--- src/pkg/vic_defines.svh ---
`ifndef VIC_DEFINES_SVH
`define VIC_DEFINES_SVH
// ----------------------------------------
// device register map
// ----------------------------------------
`define VIC_A_IPH 8'hDA
`define VIC_A_IPL 8'hDB
`define VIC_A_REQ 8'hDC
`define VIC_A_MASK 8'hDD
`define VIC_A_SYS 8'hDE
`define VIC_A_PRIO 8'hFF
`define VIC_A_SRCEN 8'hD0
`define VIC_A_PEND 8'hD1
// ----------------------------------------
// field positions and reset values
// ----------------------------------------
`define VIC_SYS_GIE 0
`define VIC_SYS_FIE 1
`define VIC_SYS_FLV 4:2
`define VIC_PR_A 0
`define VIC_PR_C 5
`define VIC_PR_SUBC 6
`define VIC_PR_G2 7
`define VIC_PR_G1 4
`define VIC_PR_G0 1
`define VIC_RST8 8'h00
`define VIC_RST16 16'h0000
`define VIC_RST32 32'h0000_0000
// ----------------------------------------
// group orders from prio bits 7,4,1
// ----------------------------------------
`define VIC_ORD_BCA 3'h1
`define VIC_ORD_ABC 3'h2
`define VIC_ORD_BAC 3'h3
`define VIC_ORD_CAB 3'h4
`define VIC_ORD_CBA 3'h5
`define VIC_ORD_ACB 3'h6
// ----------------------------------------
// controller apb map
// ----------------------------------------
`define VIC_H_LINK 8'h00
`define VIC_H_RDAT 8'h04
`define VIC_H_PC 8'h08
`define VIC_H_FLAGS 8'h0C
`define VIC_H_STAT 8'h10
`define VIC_H_RET 8'h14
`endif

--- src/pkg/vic_pkg.sv ---
package vic_pkg;
   typedef enum logic [3:0] {
      HS_IDLE, HS_LINK, HS_ACK, HS_PCH, HS_FLG, HS_VECH, HS_VECL, HS_RET, HS_RWAIT
   } vic_hstate_t;

   typedef struct packed {
      logic [15:0] ip;
      logic [7:0] mask;
      logic [7:0] prio;
      logic [7:0] sys;
      logic [7:0] srcen;
      logic [7:0] pend;
      logic [7:0] rdata;
      logic irq;
      logic [2:0] lvl;
      logic fast;
      logic in_fast;
      logic [15:0] vec;
   } vic_dev_st_t;

   typedef struct packed {
      vic_hstate_t st;
      logic [7:0] addr;
      logic [7:0] wdata;
      logic wr;
      logic rd;
      logic cmd_wr;
      logic cmd_pend;
      logic ret_pend;
      logic ack;
      logic ret;
      logic [15:0] pc;
      logic [7:0] flags;
      logic [7:0] rdata;
      logic insvc;
      logic fastsvc;
      logic [2:0] lvl;
      logic [15:0] tgt;
      logic stk_we;
      logic [7:0] stk_data;
      logic [7:0] rom_addr;
      logic pready;
      logic pslverr;
      logic [31:0] prdata;
   } vic_host_st_t;
endpackage

--- src/pkg/vic_if.sv ---
`timescale 1ns/1ns
interface vic_if;
   logic [7:0] addr;
   logic [7:0] wdata;
   logic wr;
   logic rd;
   logic [7:0] rdata;
   logic irq;
   logic [2:0] lvl;
   logic fast;
   logic ack;
   logic ret;
   logic [15:0] pc;
   logic [15:0] vec;

   modport dev (
      input addr, wdata, wr, rd, ack, ret, pc,
      output rdata, irq, lvl, fast, vec
   );
   modport cpu (
      output addr, wdata, wr, rd, ack, ret, pc,
      input rdata, irq, lvl, fast, vec
   );
endinterface

--- src/rtl/vic_device.sv ---
// Our own choice: the APB slave port.
`timescale 1ns/1ns
`include "vic_defines.svh"

// Behaviour
// - mask bit 0 blocks level, 1 allows
// - mask undefined; software writes before use
// - highest level first; lower vector wins inside
// - groups: A=0,1 B=2..4 C=5..7
// - bits 7,4,1 order groups A,B,C
// - bit 0 orders levels 0 and 1
// - bits 5,6 order group C and subgroup
// - priority undefined; software writes before use
// - read-only request status, one bit per level
// - reset clears all request status bits
// - disabled requests still recorded, not serviced
// - hidden pending bit, cleared after acknowledge; the code makes it readable at D1 and at the request status address DC
// - timer/detect sources use hardware-cleared pending
// - software clears pending by writing zero
// - service needs enable, unmasked, highest, source on
// - acknowledge at instruction end clears enable
// - push pc low, high, flags; fetch vector
// - vectors even, inside first 256 bytes
// - return restores state, sets global enable; the host restores pc only after a fast service and pops nothing
// - nesting: software saves mask, reenables, restores
// - fast pointer pair at DA high, DB low
// - reset clears global and fast enable bits
// - fast level swaps pointer and pc instead
module vic_device #(
   parameter logic [7:0] VEC_BASE = 8'h00,
   parameter logic [7:0] HW_CLR = 8'h1F
) (
   input wire logic pclk,
   input wire logic presetn,
   vic_if.dev v,
   input wire logic [7:0] src_set,
   output logic [7:0] req_status
);
   // vector table base must stay even and leave room for eight words
   if (VEC_BASE[0] || VEC_BASE > 8'hF0) begin : g_bad_base
      $error("vic_device: VEC_BASE must be even and at most F0");
   end

   // ----------------------------------------
   // priority helpers
   // ----------------------------------------
   function automatic logic [3:0] first3(
      input logic [7:0] c,
      input logic [2:0] i0,
      input logic [2:0] i1,
      input logic [2:0] i2
   );
      logic [3:0] r;
      r = {1'b0, i0};
      if (c[i0]) begin
         r = {1'b1, i0};
      end else if (c[i1]) begin
         r = {1'b1, i1};
      end else if (c[i2]) begin
         r = {1'b1, i2};
      end
      return r;
   endfunction

   function automatic logic [3:0] pick(input logic [7:0] c, input logic [7:0] p);
      logic [3:0] wa;
      logic [3:0] wb;
      logic [3:0] wc;
      logic [2:0] s0;
      logic [2:0] s1;
      logic [3:0] g0;
      logic [3:0] g1;
      logic [3:0] g2;
      logic [3:0] r;
      // group A, level 0 vs 1
      if (p[`VIC_PR_A]) begin
         wa = first3(c, 3'h1, 3'h0, 3'h0);
      end else begin
         wa = first3(c, 3'h0, 3'h1, 3'h1);
      end
      // group B fixed: lower level number wins
      wb = first3(c, 3'h2, 3'h3, 3'h4);
      // group C and its 6/7 subgroup
      if (p[`VIC_PR_SUBC]) begin
         s0 = 3'h7;
         s1 = 3'h6;
      end else begin
         s0 = 3'h6;
         s1 = 3'h7;
      end
      if (p[`VIC_PR_C]) begin
         wc = first3(c, s0, s1, 3'h5);
      end else begin
         wc = first3(c, 3'h5, s0, s1);
      end
      unique case ({p[`VIC_PR_G2], p[`VIC_PR_G1], p[`VIC_PR_G0]})
         `VIC_ORD_BCA: begin
            g0 = wb;
            g1 = wc;
            g2 = wa;
         end
         `VIC_ORD_CBA: begin
            g0 = wc;
            g1 = wb;
            g2 = wa;
         end
         `VIC_ORD_BAC: begin
            g0 = wb;
            g1 = wa;
            g2 = wc;
         end
         `VIC_ORD_CAB: begin
            g0 = wc;
            g1 = wa;
            g2 = wb;
         end
         `VIC_ORD_ACB: begin
            g0 = wa;
            g1 = wc;
            g2 = wb;
         end
         // the two unused codes fall back to A>B>C
         `VIC_ORD_ABC, 3'h0, 3'h7: begin
            g0 = wa;
            g1 = wb;
            g2 = wc;
         end
      endcase
      if (g0[3]) begin
         r = g0;
      end else if (g1[3]) begin
         r = g1;
      end else begin
         r = g2;
      end
      return r;
   endfunction

   // ----------------------------------------
   // state
   // ----------------------------------------
   vic_pkg::vic_dev_st_t s_q;
   vic_pkg::vic_dev_st_t s_d;
   logic [7:0] cand;
   logic [3:0] win;
   logic [7:0] clr;
   logic [7:0] lvl_bit;

   always_comb begin
      s_d = s_q;
      clr = `VIC_RST8;
      lvl_bit = 8'h01 << s_q.lvl;
      // masked or source-disabled levels stay pending but never win
      cand = s_q.pend & s_q.srcen & s_q.mask;
      win = pick(cand, s_q.prio);

      // register reads answer one cycle later
      if (v.rd) begin
         unique case (v.addr)
            `VIC_A_IPH: s_d.rdata = s_q.ip[15:8];
            `VIC_A_IPL: s_d.rdata = s_q.ip[7:0];
            `VIC_A_REQ: s_d.rdata = s_q.pend;
            `VIC_A_MASK: s_d.rdata = s_q.mask;
            `VIC_A_SYS: s_d.rdata = s_q.sys;
            `VIC_A_PRIO: s_d.rdata = s_q.prio;
            `VIC_A_SRCEN: s_d.rdata = s_q.srcen;
            `VIC_A_PEND: s_d.rdata = s_q.pend;
            default: s_d.rdata = `VIC_RST8;
         endcase
      end

      // register writes; the request status is read-only
      if (v.wr) begin
         unique case (v.addr)
            `VIC_A_IPH: s_d.ip[15:8] = v.wdata;
            `VIC_A_IPL: s_d.ip[7:0] = v.wdata;
            `VIC_A_MASK: s_d.mask = v.wdata;
            `VIC_A_SYS: s_d.sys = v.wdata;
            `VIC_A_PRIO: s_d.prio = v.wdata;
            `VIC_A_SRCEN: s_d.srcen = v.wdata;
            // zero bits clear software-type pending only
            `VIC_A_PEND: clr = ~v.wdata & ~HW_CLR;
            default: ;
         endcase
      end

      // acknowledge: drop enable, clear hardware pending, vector
      if (v.ack) begin
         s_d.sys[`VIC_SYS_GIE] = 1'b0;
         clr = clr | (lvl_bit & HW_CLR);
         if (s_q.fast) begin
            s_d.ip = v.pc;
            s_d.vec = s_q.ip;
            s_d.in_fast = 1'b1;
         end else begin
            s_d.vec = {8'h00, VEC_BASE + {4'h0, s_q.lvl, 1'b0}};
         end
      end

      // return: enable again, swap back after a fast service
      if (v.ret) begin
         s_d.sys[`VIC_SYS_GIE] = 1'b1;
         if (s_q.in_fast) begin
            s_d.ip = v.pc;
            s_d.vec = s_q.ip;
            s_d.in_fast = 1'b0;
         end
      end

      // a new request in the clearing cycle is kept
      s_d.pend = (s_q.pend & ~clr) | src_set;

      // request line held low in the cycle after ack, until the cleared enable takes hold, to avoid a double take
      s_d.irq = s_q.sys[`VIC_SYS_GIE] & win[3] & ~v.ack;
      s_d.lvl = win[2:0];
      s_d.fast = s_q.sys[`VIC_SYS_FIE] & (s_q.sys[`VIC_SYS_FLV] == win[2:0]);
   end

   // ----------------------------------------
   // registers
   // ----------------------------------------
   // mask, priority and pointer hold zero only to keep simulation defined
   always_ff @(posedge pclk or negedge presetn) begin
      if (!presetn) begin
         s_q.ip <= `VIC_RST16;
         s_q.mask <= `VIC_RST8;
         s_q.prio <= `VIC_RST8;
         s_q.sys <= `VIC_RST8;
         s_q.srcen <= `VIC_RST8;
         s_q.pend <= `VIC_RST8;
         s_q.rdata <= `VIC_RST8;
         s_q.irq <= 1'b0;
         s_q.lvl <= 3'h0;
         s_q.fast <= 1'b0;
         s_q.in_fast <= 1'b0;
         s_q.vec <= `VIC_RST16;
      end else begin
         s_q <= s_d;
      end
   end

   assign v.rdata = s_q.rdata;
   assign v.irq = s_q.irq;
   assign v.lvl = s_q.lvl;
   assign v.fast = s_q.fast;
   assign v.vec = s_q.vec;
   assign req_status = s_q.pend;
endmodule

--- src/flat_wrapper.sv ---
// flat-port wrapper written by rule: the top's interface ports become plain ports
module vic_device_flat 
#(
   parameter logic [7:0] VEC_BASE = 8'h00,
   parameter logic [7:0] HW_CLR = 8'h1F
)
  (pclk, presetn, src_set, req_status, v_addr, v_wdata, v_wr, v_rd, v_ack, v_ret, v_pc, v_rdata, v_irq, v_lvl, v_fast, v_vec);
  vic_if v_i ();
  input wire logic pclk;
  input wire logic presetn;
  input wire logic [7:0] src_set;
  output logic [7:0] req_status;
  input wire logic [$bits(v_i.addr)-1:0] v_addr;
  input wire logic [$bits(v_i.wdata)-1:0] v_wdata;
  input wire logic [$bits(v_i.wr)-1:0] v_wr;
  input wire logic [$bits(v_i.rd)-1:0] v_rd;
  input wire logic [$bits(v_i.ack)-1:0] v_ack;
  input wire logic [$bits(v_i.ret)-1:0] v_ret;
  input wire logic [$bits(v_i.pc)-1:0] v_pc;
  output wire logic [$bits(v_i.rdata)-1:0] v_rdata;
  output wire logic [$bits(v_i.irq)-1:0] v_irq;
  output wire logic [$bits(v_i.lvl)-1:0] v_lvl;
  output wire logic [$bits(v_i.fast)-1:0] v_fast;
  output wire logic [$bits(v_i.vec)-1:0] v_vec;
  assign v_i.addr = v_addr;
  assign v_i.wdata = v_wdata;
  assign v_i.wr = v_wr;
  assign v_i.rd = v_rd;
  assign v_i.ack = v_ack;
  assign v_i.ret = v_ret;
  assign v_i.pc = v_pc;
  assign v_rdata = v_i.rdata;
  assign v_irq = v_i.irq;
  assign v_lvl = v_i.lvl;
  assign v_fast = v_i.fast;
  assign v_vec = v_i.vec;
  vic_device #(.VEC_BASE(VEC_BASE), .HW_CLR(HW_CLR)) u_core (.pclk(pclk), .presetn(presetn), .v(v_i), .src_set(src_set), .req_status(req_status));
endmodule
--- config.mk ---
export PLATFORM = sky130hd
export DESIGN_NAME = vic_device_flat
export DESIGN_NICKNAME = d
export VERILOG_FILES = /design/src/pkg/vic_pkg.sv /design/src/pkg/vic_if.sv /design/src/rtl/vic_device.sv /design/src/flat_wrapper.sv
export VERILOG_INCLUDE_DIRS = /design/src /design/src/pkg
export SDC_FILE = /design/constraint.sdc
export NUM_CORES = 1
export LEC_CHECK = 0
export ABC_CLOCK_PERIOD_IN_PS = 3000
export BUFFER_PORTS_ARGS = -buffer_cell sky130_fd_sc_hd__buf_4
export CAP_MARGIN = 20
export CORE_MARGIN = 3
export CORE_UTILIZATION = 60
export CTS_CLUSTER_DIAMETER = 30
export DETAILED_ROUTE_END_ITERATION = 10
export GPL_TIMING_DRIVEN = 1
export PLACE_DENSITY = 0.85
export SYNTH_ARGS = -nofsm -noshare
export SYNTH_HDL_FRONTEND = slang
export SYNTH_SLANG_ARGS = --single-unit
--- constraint.sdc ---
create_clock -name pclk -period 3 [get_ports pclk]
set_clock_uncertainty 0.05 [all_clocks]
set_input_delay 0.15 -clock pclk [delete_from_list [all_inputs] [get_ports pclk]]
set_output_delay 0.15 -clock pclk [all_outputs]
set_load 0.01 [all_outputs]
==> metrics.yaml, run 1 <==
status: "complete, no violations"
final_util_pct: 76.5
synth_area_um2: 4740
antenna_found_initial: 0
start_kind: "flip-flop"
syn_avg_cell_area_um2: 10.2
grt_pass1_vias: 3898
syn_inst: 465
wire_per_inst_um: 19.9
crit_chain: "nand2b_1, or3_1, a21oi_1, a221o_2, mux2_4, xnor2_2, and4_1"
io_pins: 83
die_x_um: 94.9
synthArstFlopShare_pct: 100
wirelength_met1_um: 5280
vdd_ir_drop_max_mv: 0.266
drtIter0Drc: 335
clkLatencyLatePin_ps: 360
viasPerCell: 6.36
crit_fanout: 17
synthesis.nets: 511
finalCritPeriodShare_pct: 77.1
max-slew-margin-rel_pct: 32.7
ys_types: 59
max_stage_delay_ps: 680
drcViolationCount: 0
end_kind: "flip-flop"
synth_edf_count: 0
cp.arrival_ps: 2500
die_area_um2: 9010
top_layer: "met4"
core_um2: 7450
cts_resized: 0
clk_root_buffer_cell: "clkbuf_8"
area_delta_synth_final_pct: 20.1
leakage_uw: 0.00257
dr_total_vias: 4083
worst-path-buf-inv: 0
path_class: "reg -> reg"
grt_max_degree: 87
fillCellCount: 502
wl_met3_um: 1020
clock-sinks: 86
seq_area_frac_synth_pct: 45.4
synth_area_leader_cell: "dfrtp_1"
cp_slowest_cell: "dfrtp_1"
ys.warnings.count: 0
cts_tree: "yes"
hpwl_um: 8980
min_period_ps: 2310
grt_usage_pct: 29.8
drive_gt1_share_pct: 28.2
htree_levels: 3
power_density_nw_per_um2: 444
diodes: 0
hold_violations: 0
ys.flop_type: "dfrtp_1"
clock_path_buffers: 2
fmax_mhz: 432
drv_slew: 0
cts_buffers: 9
cp.required_ps: 3190
cap_violations: 0
drt_pre_antenna_iters: 6
placed_cell_area_um2: 5190
wl_um: 12800
hp-class: "in -> reg"
die_h_um: 94.9
place_congestion: 0.991
p_total_uw: 2530
ant_nets: 0
setup_viol: 0
final_cell_area_um2: 5700
overflow: 0
synth_seq_cells: 86
io_buffers: 82
grt_pass1_wl_um: 20400
rsz0062_at_grt: "false"
rows: 31
crit_family: "flip-flops"
clk_pin_slew_ps: 80
holdWs_ps: 35.0
synth_area_leaders: "dfrtp_1, mux2_2, buf_4, mux2i_1, nand2_1"
wl_met2_um: 6260
max_slew.worst_pin.slew_ps: 1010
synth_top_area_share_pct: 45.4
start_util_pct: 63.7
tns_ps: 0
nets: 585
## placed cells by master, fill, tap and decap left out, types with 11 or more instances in the layout
cell type | Yosys | final
buf_4 | 36 | 88
mux2i_1 | 19 | 19
o21ai_1 | 11 | 11
dlygate4sd3_1 | 0 | 27
dfrtp_1 | 86 | 86
nor2_1 | 25 | 25
nand3_1 | 18 | 18
o21ai_0 | 19 | 19
mux2_2 | 32 | 32
a21oi_1 | 23 | 23
nand2_1 | 40 | 40
a22oi_1 | 17 | 17
a22o_1 | 13 | 13
## power by group
group / leakage, µW / total (µW) / internal, µW / switching, µW
combinational: 0.00136 / 349 / 182 / 167
sequential: 0.00112 / 1310 / 1220 / 84.1
clock: 0.0000973 / 873 / 462 / 411
total: 0.00257 / 2530 / 1870 / 662
## area by class of cell
class                      count  area (µm²)  share of cell area (%)
inverter                       7        26.3                   0.461
multi-input combinational    319        2220                    39.1
clock inverter                 6        87.6                    1.54
tap                           99         124                    2.17
sequential                    86        2150                    37.8
timing repair buffer         116         958                    16.8
clock buffer                   9         124                    2.17
## stage by stage
step,cells,setup slack [ps]
2_1_floorplan,465,1020
3_3_place_gp,599,796
3_5_place_dp,599,749
4_1_cts,641,736
5_1_grt,642,556
6_report,642,688
## synth_stat cells, types with 2 or more instances
| library cell | number |
|---|---|
| dfrtp_1 | 86 |
| a21oi_1 | 23 |
| mux2i_1 | 19 |
| o31ai_1 | 3 |
| a22oi_1 | 17 |
| a31oi_1 | 3 |
| nor3_1 | 3 |
| a21boi_1 | 2 |
| nand3b_1 | 2 |
| o221ai_1 | 2 |
| a22o_1 | 13 |
| nand3_4 | 2 |
| o311ai_1 | 2 |
| o21bai_1 | 2 |
| o21ai_1 | 11 |
| a21o_1 | 5 |
| a211oi_1 | 3 |
| nor2_1 | 25 |
| nand2_1 | 40 |
| nand3_2 | 3 |
| buf_4 | 36 |
| nor2b_1 | 2 |
| nand2b_1 | 10 |
| o21ai_0 | 19 |
| a221oi_1 | 10 |
| nand3_1 | 18 |
| and2_1 | 4 |
| nand4_1 | 4 |
| nor3_2 | 4 |
| mux2_2 | 32 |
| inv_1 | 7 |
| and3_1 | 6 |
| clkbuf_1 | 10 |
| o22ai_1 | 6 |
| a221o_1 | 2 |
| buf_2 | 6 |
## worst paths after layout
kind / cells after the start / slack (ps) / end / start
worst max-delay path: 7 / 690 / u_core.v.fast$_DFF_PN0_ / u_core.s_q[61]$_DFFE_PN0P_
worst min-delay path: 2 / 40 / u_core.v.rdata[0]$_DFFE_PN0P_ / v_rd
worst max register to register: 7 / 690 / u_core.v.fast$_DFF_PN0_ / u_core.s_q[61]$_DFFE_PN0P_
worst min register to register: 1 / 450 / u_core.s_q[16]$_DFF_PN0_ / u_core.s_q[16]$_DFF_PN0_
max in group asynchronous: 3 / 2200 / u_core.s_q[85]$_DFF_PN0_ / presetn
min in group asynchronous: 2 / 110 / u_core.v.vec[0]$_DFF_PN0_ / presetn
## what timing repair did
item | 4_1_cts | 5_1_grt
buffers inserted | 0 | 0
hold buffers | 27 | 0
hold endpoints to repair | 116 | 0
## layer usage
| metal | track usage (%) | vias to the layer above |
|---|---|---|
| met3 | 5.74 | 22 |
| met5 | 0 | - |
| met1 | 39.3 | 2006 |
| li1 | - | 1843 |
| met4 | 9.25 | 0 |
| met2 | 49.9 | 212 |
## cells by family after synthesis
group	synth area share [%]
DFF	45.4
buffers and inverters	7.75
xor gates and xnor gates	0.528
AOI/OAI and AO/OA	19.1
muxes	11.9
and+or+nand+nor	15.1
adders and majority gates	0.211
## registers in the layout, indices dropped and copies added, names as in the netlist
name               cells
u_core.v.irq           1
u_core.v.rdata         8
u_core.v.lvl           3
u_core.v.fast          1
u_core.s_q            49
u_core.req_status      8
u_core.v.vec          16
No activity file was read; power rests on OpenSTA's default activity.
==> run 2: changes to the inputs <==
Settings changed: ABC_CLOCK_PERIOD_IN_PS 3000 to 2100, CORE_UTILIZATION 60 to 51, PLACE_DENSITY 0.85 to 0.77.
Clock period 3 ns to 2.1 ns, I/O delays scaled along.
==> metrics.yaml, run 2 (synthesis gave the netlist of run 1 again) <==
status: "complete, no violations"
wl_um: 12900  # +1.1%
reg2regPathDepth: 7  # unchanged
hold_violations: 0  # unchanged
clk_pin_slew_ps: 90  # about the same
antenna_found_initial: 0  # unchanged
max_stage_delay_ps: 420  # -260 ps
cp.arrival_ps: 2290  # -210 ps
area_delta_synth_final_pct: 26.5
final_util_pct: 67.5  # -9.0 points
cp_slowest_cell: "dfrtp_1"
clock-sinks: 86  # unchanged
holdWs_ps: 10.9  # -24.2 ps
die_h_um: 102  # +7.9%
hold_path_startpoint: "v_wdata[7]"
reg_top3: "u_core.s_q x49, u_core.v.vec x16"
nets: 613  # +4.8%
dr_total_vias: 4116  # +0.81%
path_class: "reg -> reg"
clkLatencyLatePin_ps: 360  # about the same
cp.required_ps: 2300  # -890 ps
clk_root_buffer_cell: "clkbuf_8"
hp-class: "in -> reg"
layout_commonest_cell: "buf_4"
grt_usage_pct: 25.7  # -4.1 points
power_density_nw_per_um2: 581  # +31%
viasPerCell: 6.05  # -4.8%
fmax_mhz: 479  # +11%
hpwl_um: 9230  # +2.8%
diodes: 0  # unchanged
overflow: 0  # unchanged
ant_nets: 0  # unchanged
htree_levels: 3  # unchanged
min_period_ps: 2090  # -224 ps
crit_chain: "and3_4, or3_1, a21oi_2, a221o_2, mux2_4, xnor2_2, and4_1"
io_buffers: 82  # unchanged
grt_pass1_vias: 4145  # +6.3%
rows: 34  # +9.7%
io_pins: 83  # unchanged
core_um2: 8890  # +19%
worstReg2RegEnd: "u_core.v.fast$_DFF_PN0_"
worstReg2RegStart: "u_core.s_q[38]$_DFFE_PN0P_"
start_util_pct: 53.4  # -10 points
clock_path_buffers: 2  # unchanged
max_slew.worst_pin.slew_ps: 924  # -82.1 ps
r2r_setup_slack_ps: 10  # -680 ps
crit_family: "simple AND/OR/NAND/NOR gates"
place_congestion: 0.861  # -13%
start_kind: "flip-flop"
drt_pre_antenna_iters: 5  # -1
regMostFlops: "u_core.s_q"
cts_tree: "yes"
worstHoldEndpoint: "u_core.s_q[45]$_DFFE_PN0P_"
grt_pass1_wl_um: 20700  # +1.4%
largest_register_ff_count: 49  # unchanged
wire_per_inst_um: 19.0  # -4.5%
rsz0062_at_grt: "true"
end_kind: "flip-flop"
drive_gt1_share_pct: 34.6  # +6.4 points
cap_violations: 0  # unchanged
finalCritPeriodShare_pct: 99.5  # +22 points
crit_fanout: 4  # -13
die_area_um2: 10500  # +16%
die_x_um: 102  # +7.9%
layout_common_cells: "buf_4, dfrtp_1, nand2_1, dlygate4sd3_1, mux2_2"
grt_max_degree: 46  # -47%
cts_buffers: 9  # unchanged
leakage_uw: 0.00269  # +4.4%
drv_slew: 0  # unchanged
vdd_ir_drop_max_mv: 0.335  # +26%
setup_viol: 0  # unchanged
drtIter0Drc: 297  # -11%
min_path_cells: 2  # unchanged
worst-path-buf-inv: 0  # unchanged
max-slew-margin-rel_pct: 38.2  # +5.5 points
drcViolationCount: 0  # unchanged
==> run 2: cell types whose count changed in the layout (fill, tap and decap cells not counted), moves of 3 or more <==
cell / change
a21oi_1: -3
a21oi_2: +3
and3_1: -3
buf_4: +21
dfrtp_1: -9
dfrtp_2: +9
dlygate4sd3_1: +7
==> run 2: area by class of cell <==
cell class	instances	area, µm²
clock inverter	6	43.8
clock buffer	10	138
timing repair buffer	144	1180
multi-input combinational	319	2310
tap	108	135
fill	664	2890
sequential	86	2160
inverter	7	30.0
==> run 2: per-layer routing <==
layer	vias up	wire, µm	part of all wire (%)	track usage (%)
met4	0	269	2.1	7.37
li1	1904	-	-	-
met5	-	0	0	0
met1	2003	5370	42	32.7
met3	26	930	7.2	5.73
met2	183	6350	49	44.0
==> run 2: power breakdown <==
part           switching [µW]  internal, µW  total [µW]
Combinational             262           293         555
Sequential                107          1750        1860
Clock                     607           468        1080
Total                     977          2510        3490
==> run 2: timing repair <==
| action | CTS | global route |
|---|---|---|
| hold buffers | 34 | 0 |
| resized for setup | 2 | 26 |
| endpoints found under the setup margin | 1 | 1 |
| endpoints found under the hold margin | 84 | 0 |
| buffers inserted | 0 | 1 |
| pin swaps | 0 | 9 |
==> run 2: worst max path at each step <==
stage	start	end	slack, ps	depth (start not counted)
2_1_floorplan	u_core.s_q[63]$_DFFE_PN0P_	u_core.v.fast$_DFF_PN0_	120	7
3_3_place_gp	u_core.s_q[58]$_DFFE_PN0P_	u_core.v.fast$_DFF_PN0_	40	7
3_5_place_dp	u_core.s_q[62]$_DFFE_PN0P_	u_core.v.fast$_DFF_PN0_	20	7
4_1_cts	u_core.s_q[63]$_DFFE_PN0P_	u_core.v.fast$_DFF_PN0_	1	7
5_1_grt	u_core.s_q[39]$_DFFE_PN0P_	u_core.v.fast$_DFF_PN0_	-70	7
6_report	u_core.s_q[38]$_DFFE_PN0P_	u_core.v.fast$_DFF_PN0_	10	7
==> run 2: stage by stage <==
step	power (µW)	std cells	instance area, µm²	worst slack [ps]	TNS [ps]
3_5_place_dp	2370	629	5370	15.6	0
2_1_floorplan	2140	465	4740	116	0
3_3_place_gp	2360	629	5370	38.2	0
4_1_cts	3490	679	5900	1.03	0
6_report	3490	680	6000	11.4	0
5_1_grt	3640	680	6000	-68.6	-68.6
==> run 3: changes to the inputs <==
Settings changed: ABC_CLOCK_PERIOD_IN_PS 2100 to 2300, CORE_UTILIZATION 51 to 56, PLACE_DENSITY 0.77 to 0.8.
Clock period 2.1 ns to 2.3 ns, I/O delays scaled along.
==> metrics.yaml, run 3 (synthesis gave the netlist of run 1 again) <==
status: "complete, no violations"
crit_chain: "nand3_1, nand4b_1, a21oi_1, a221o_2, a221oi_2, mux2i_1, and4_1"
die_h_um: 98.0  # -4.3%
power_density_nw_per_um2: 579  # -0.42%
max_slew.worst_pin.slew_ps: 1010  # +82.5 ps
regMostFlops: "u_core.s_q"
drtIter0Drc: 471  # +59%
area_delta_synth_final_pct: 22.5
dr_total_vias: 4206  # +2.2%
max_stage_delay_ps: 420  # about the same
die_x_um: 98.0  # -4.3%
cp.required_ps: 2540  # +240 ps
grt_usage_pct: 27.9  # +2.2 points
crit_fanout: 5  # +1
end_kind: "flip-flop"
fin_ws_ps: 135  # +124 ps
htree_levels: 3  # unchanged
place_congestion: 1.04  # +21%
cp.arrival_ps: 2410  # +120 ps
drt_pre_antenna_iters: 6  # +1
wl_um: 13300  # +3.2%
grt_max_degree: 46  # unchanged
setup_viol: 0  # unchanged
path_class: "reg -> reg"
antenna_found_initial: 0  # unchanged
ant_nets: 0  # unchanged
wire_per_inst_um: 20.3  # +6.8%
io_buffers: 82  # unchanged
overflow: 0  # unchanged
placed_cell_area_um2: 5240  # -2.4%
final_cell_area_um2: 5810  # -3.2%
start_util_pct: 59.5  # +6.2 points
viasPerCell: 6.40  # +5.8%
reg_top3: "u_core.s_q x49, u_core.v.vec x16"
largest_register_ff_count: 49  # unchanged
p_int_uw: 2490  # -0.94%
power_frac_comb_pct: 14.0  # -1.9 points
layout_common_cells: "buf_4, dfrtp_1, nand2_1, dlygate4sd3_1, mux2_2"
hp-class: "in -> reg"
cap_violations: 0  # unchanged
clock-sinks: 86  # unchanged
power.switching_uw: 875  # -10%
io_pins: 83  # unchanged
core_um2: 7970  # -10%
cp_slowest_cell: "dfrtp_1"
clkLatencyLatePin_ps: 350  # about the same
cts_tree: "yes"
vdd_ir_drop_max_mv: 0.398  # +19%
start_kind: "flip-flop"
nets: 596  # -2.8%
worstReg2RegStart: "u_core.req_status[3]$_DFF_PN0_"
layout_commonest_cell: "buf_4"
min_period_ps: 2160  # +76.0 ps
startpoint: "u_core.req_status[3]$_DFF_PN0_"
hpwl_um: 9200  # -0.38%
drv_slew: 0  # unchanged
swShare_pct: 26.0  # -2.0 points
clk_root_buffer_cell: "clkbuf_8"
clkPwrFrac_pct: 35.3  # +4.5 points
fin_cells: 657  # -3.4%
rows: 32  # -5.9%
finalCritPeriodShare_pct: 94.1  # -5.3 points
seqPwrFrac_pct: 50.6  # -2.7 points
clock_path_buffers: 2  # unchanged
fmax_mhz: 462  # -3.5%
cts_setup_buffers: 0  # unchanged
diodes: 0  # unchanged
grt_pass1_vias: 4155  # +0.24%
hold_violations: 0  # unchanged
leakage_uw: 0.00263  # -2.0%
preCtsSetupSlack_ps: 175  # +160 ps
clk_pin_slew_ps: 90  # about the same
drcViolationCount: 0  # unchanged
tns_ps: 0  # unchanged
drive_gt1_share_pct: 28.6  # -6.0 points
grt_pass1_wl_um: 21200  # +2.1%
hold_path_startpoint: "v_wdata[5]"
die_area_um2: 9610  # -8.4%
placedCellCount: 607  # -3.5%
max-slew-margin-rel_pct: 32.7  # -5.5 points
cts_buffers: 9  # unchanged
[run 3: final timing paths]
path / end / slack, ps / cells past startpoint
max: u_core.v.fast$_DFF_PN0_ / 140 / 7
min: u_core.s_q[51]$_DFFE_PN0P_ / 30 / 2
max reg2reg: u_core.v.fast$_DFF_PN0_ / 140 / 7
min reg2reg: u_core.v.vec[13]$_DFF_PN0_ / 460 / 1
max in group asynchronous: u_core.s_q[55]$_DFFE_PN0P_ / 1300 / 3
min in group asynchronous: u_core.v.vec[0]$_DFF_PN0_ / 250 / 2
[run 3: power groups by stage]
stage	clock [µW]	sequential, µW	combinational (µW)
after global routing	1270	1720	512
after detailed placement	0	1730	418
after global placement	0	1720	404
after floorplan	0	1690	267
final	1190	1700	472
after CTS	1210	1700	462
[run 3: layout make-up]
class | count | area [µm²]
Clock inverter | 5 | 81.3
Tap cell | 102 | 128
Multi-Input combinational cell | 319 | 2230
Sequential cell | 86 | 2150
Inverter | 7 | 26.3
Clock buffer | 11 | 141
Timing Repair Buffer | 127 | 1050
Fill cell | 554 | 2160
[run 3: metal layers]
layer	share of wire (%)	up-vias	wire length [µm]	track usage, %
li1	-	1865	-	-
met1	40	2038	5280	35.7
met2	48	248	6420	45.0
met3	8.5	55	1130	7.29
met4	3.8	0	512	11.8
met5	0	-	0	0
[run 3: what timing repair did]
item                                    in CTS  in global routing
gates resized for setup                      0                  2
endpoints found under the setup margin       0                  1
hold endpoints to repair                    88                  6
hold buffers                                31                  3
[run 3: through the flow]
step                      util [%]  power (µW)  hold slack [ps]
after CTS                     72.5        3370             1.39
after global routing          72.9        3500             19.1
after global placement        65.8        2130             97.3
final                         72.9        3360             28.9
after floorplan                  -        1950             -231
after detailed placement      65.8        2150             97.6
[run 3: critical path, delay by kind of cell, from the launching register on]
family	cells	cell delay, ps
AO/OA/AOI/OAI	3	740
multiplexers	1	230
AND/OR/NAND/NOR	3	660
flip-flops	1	420
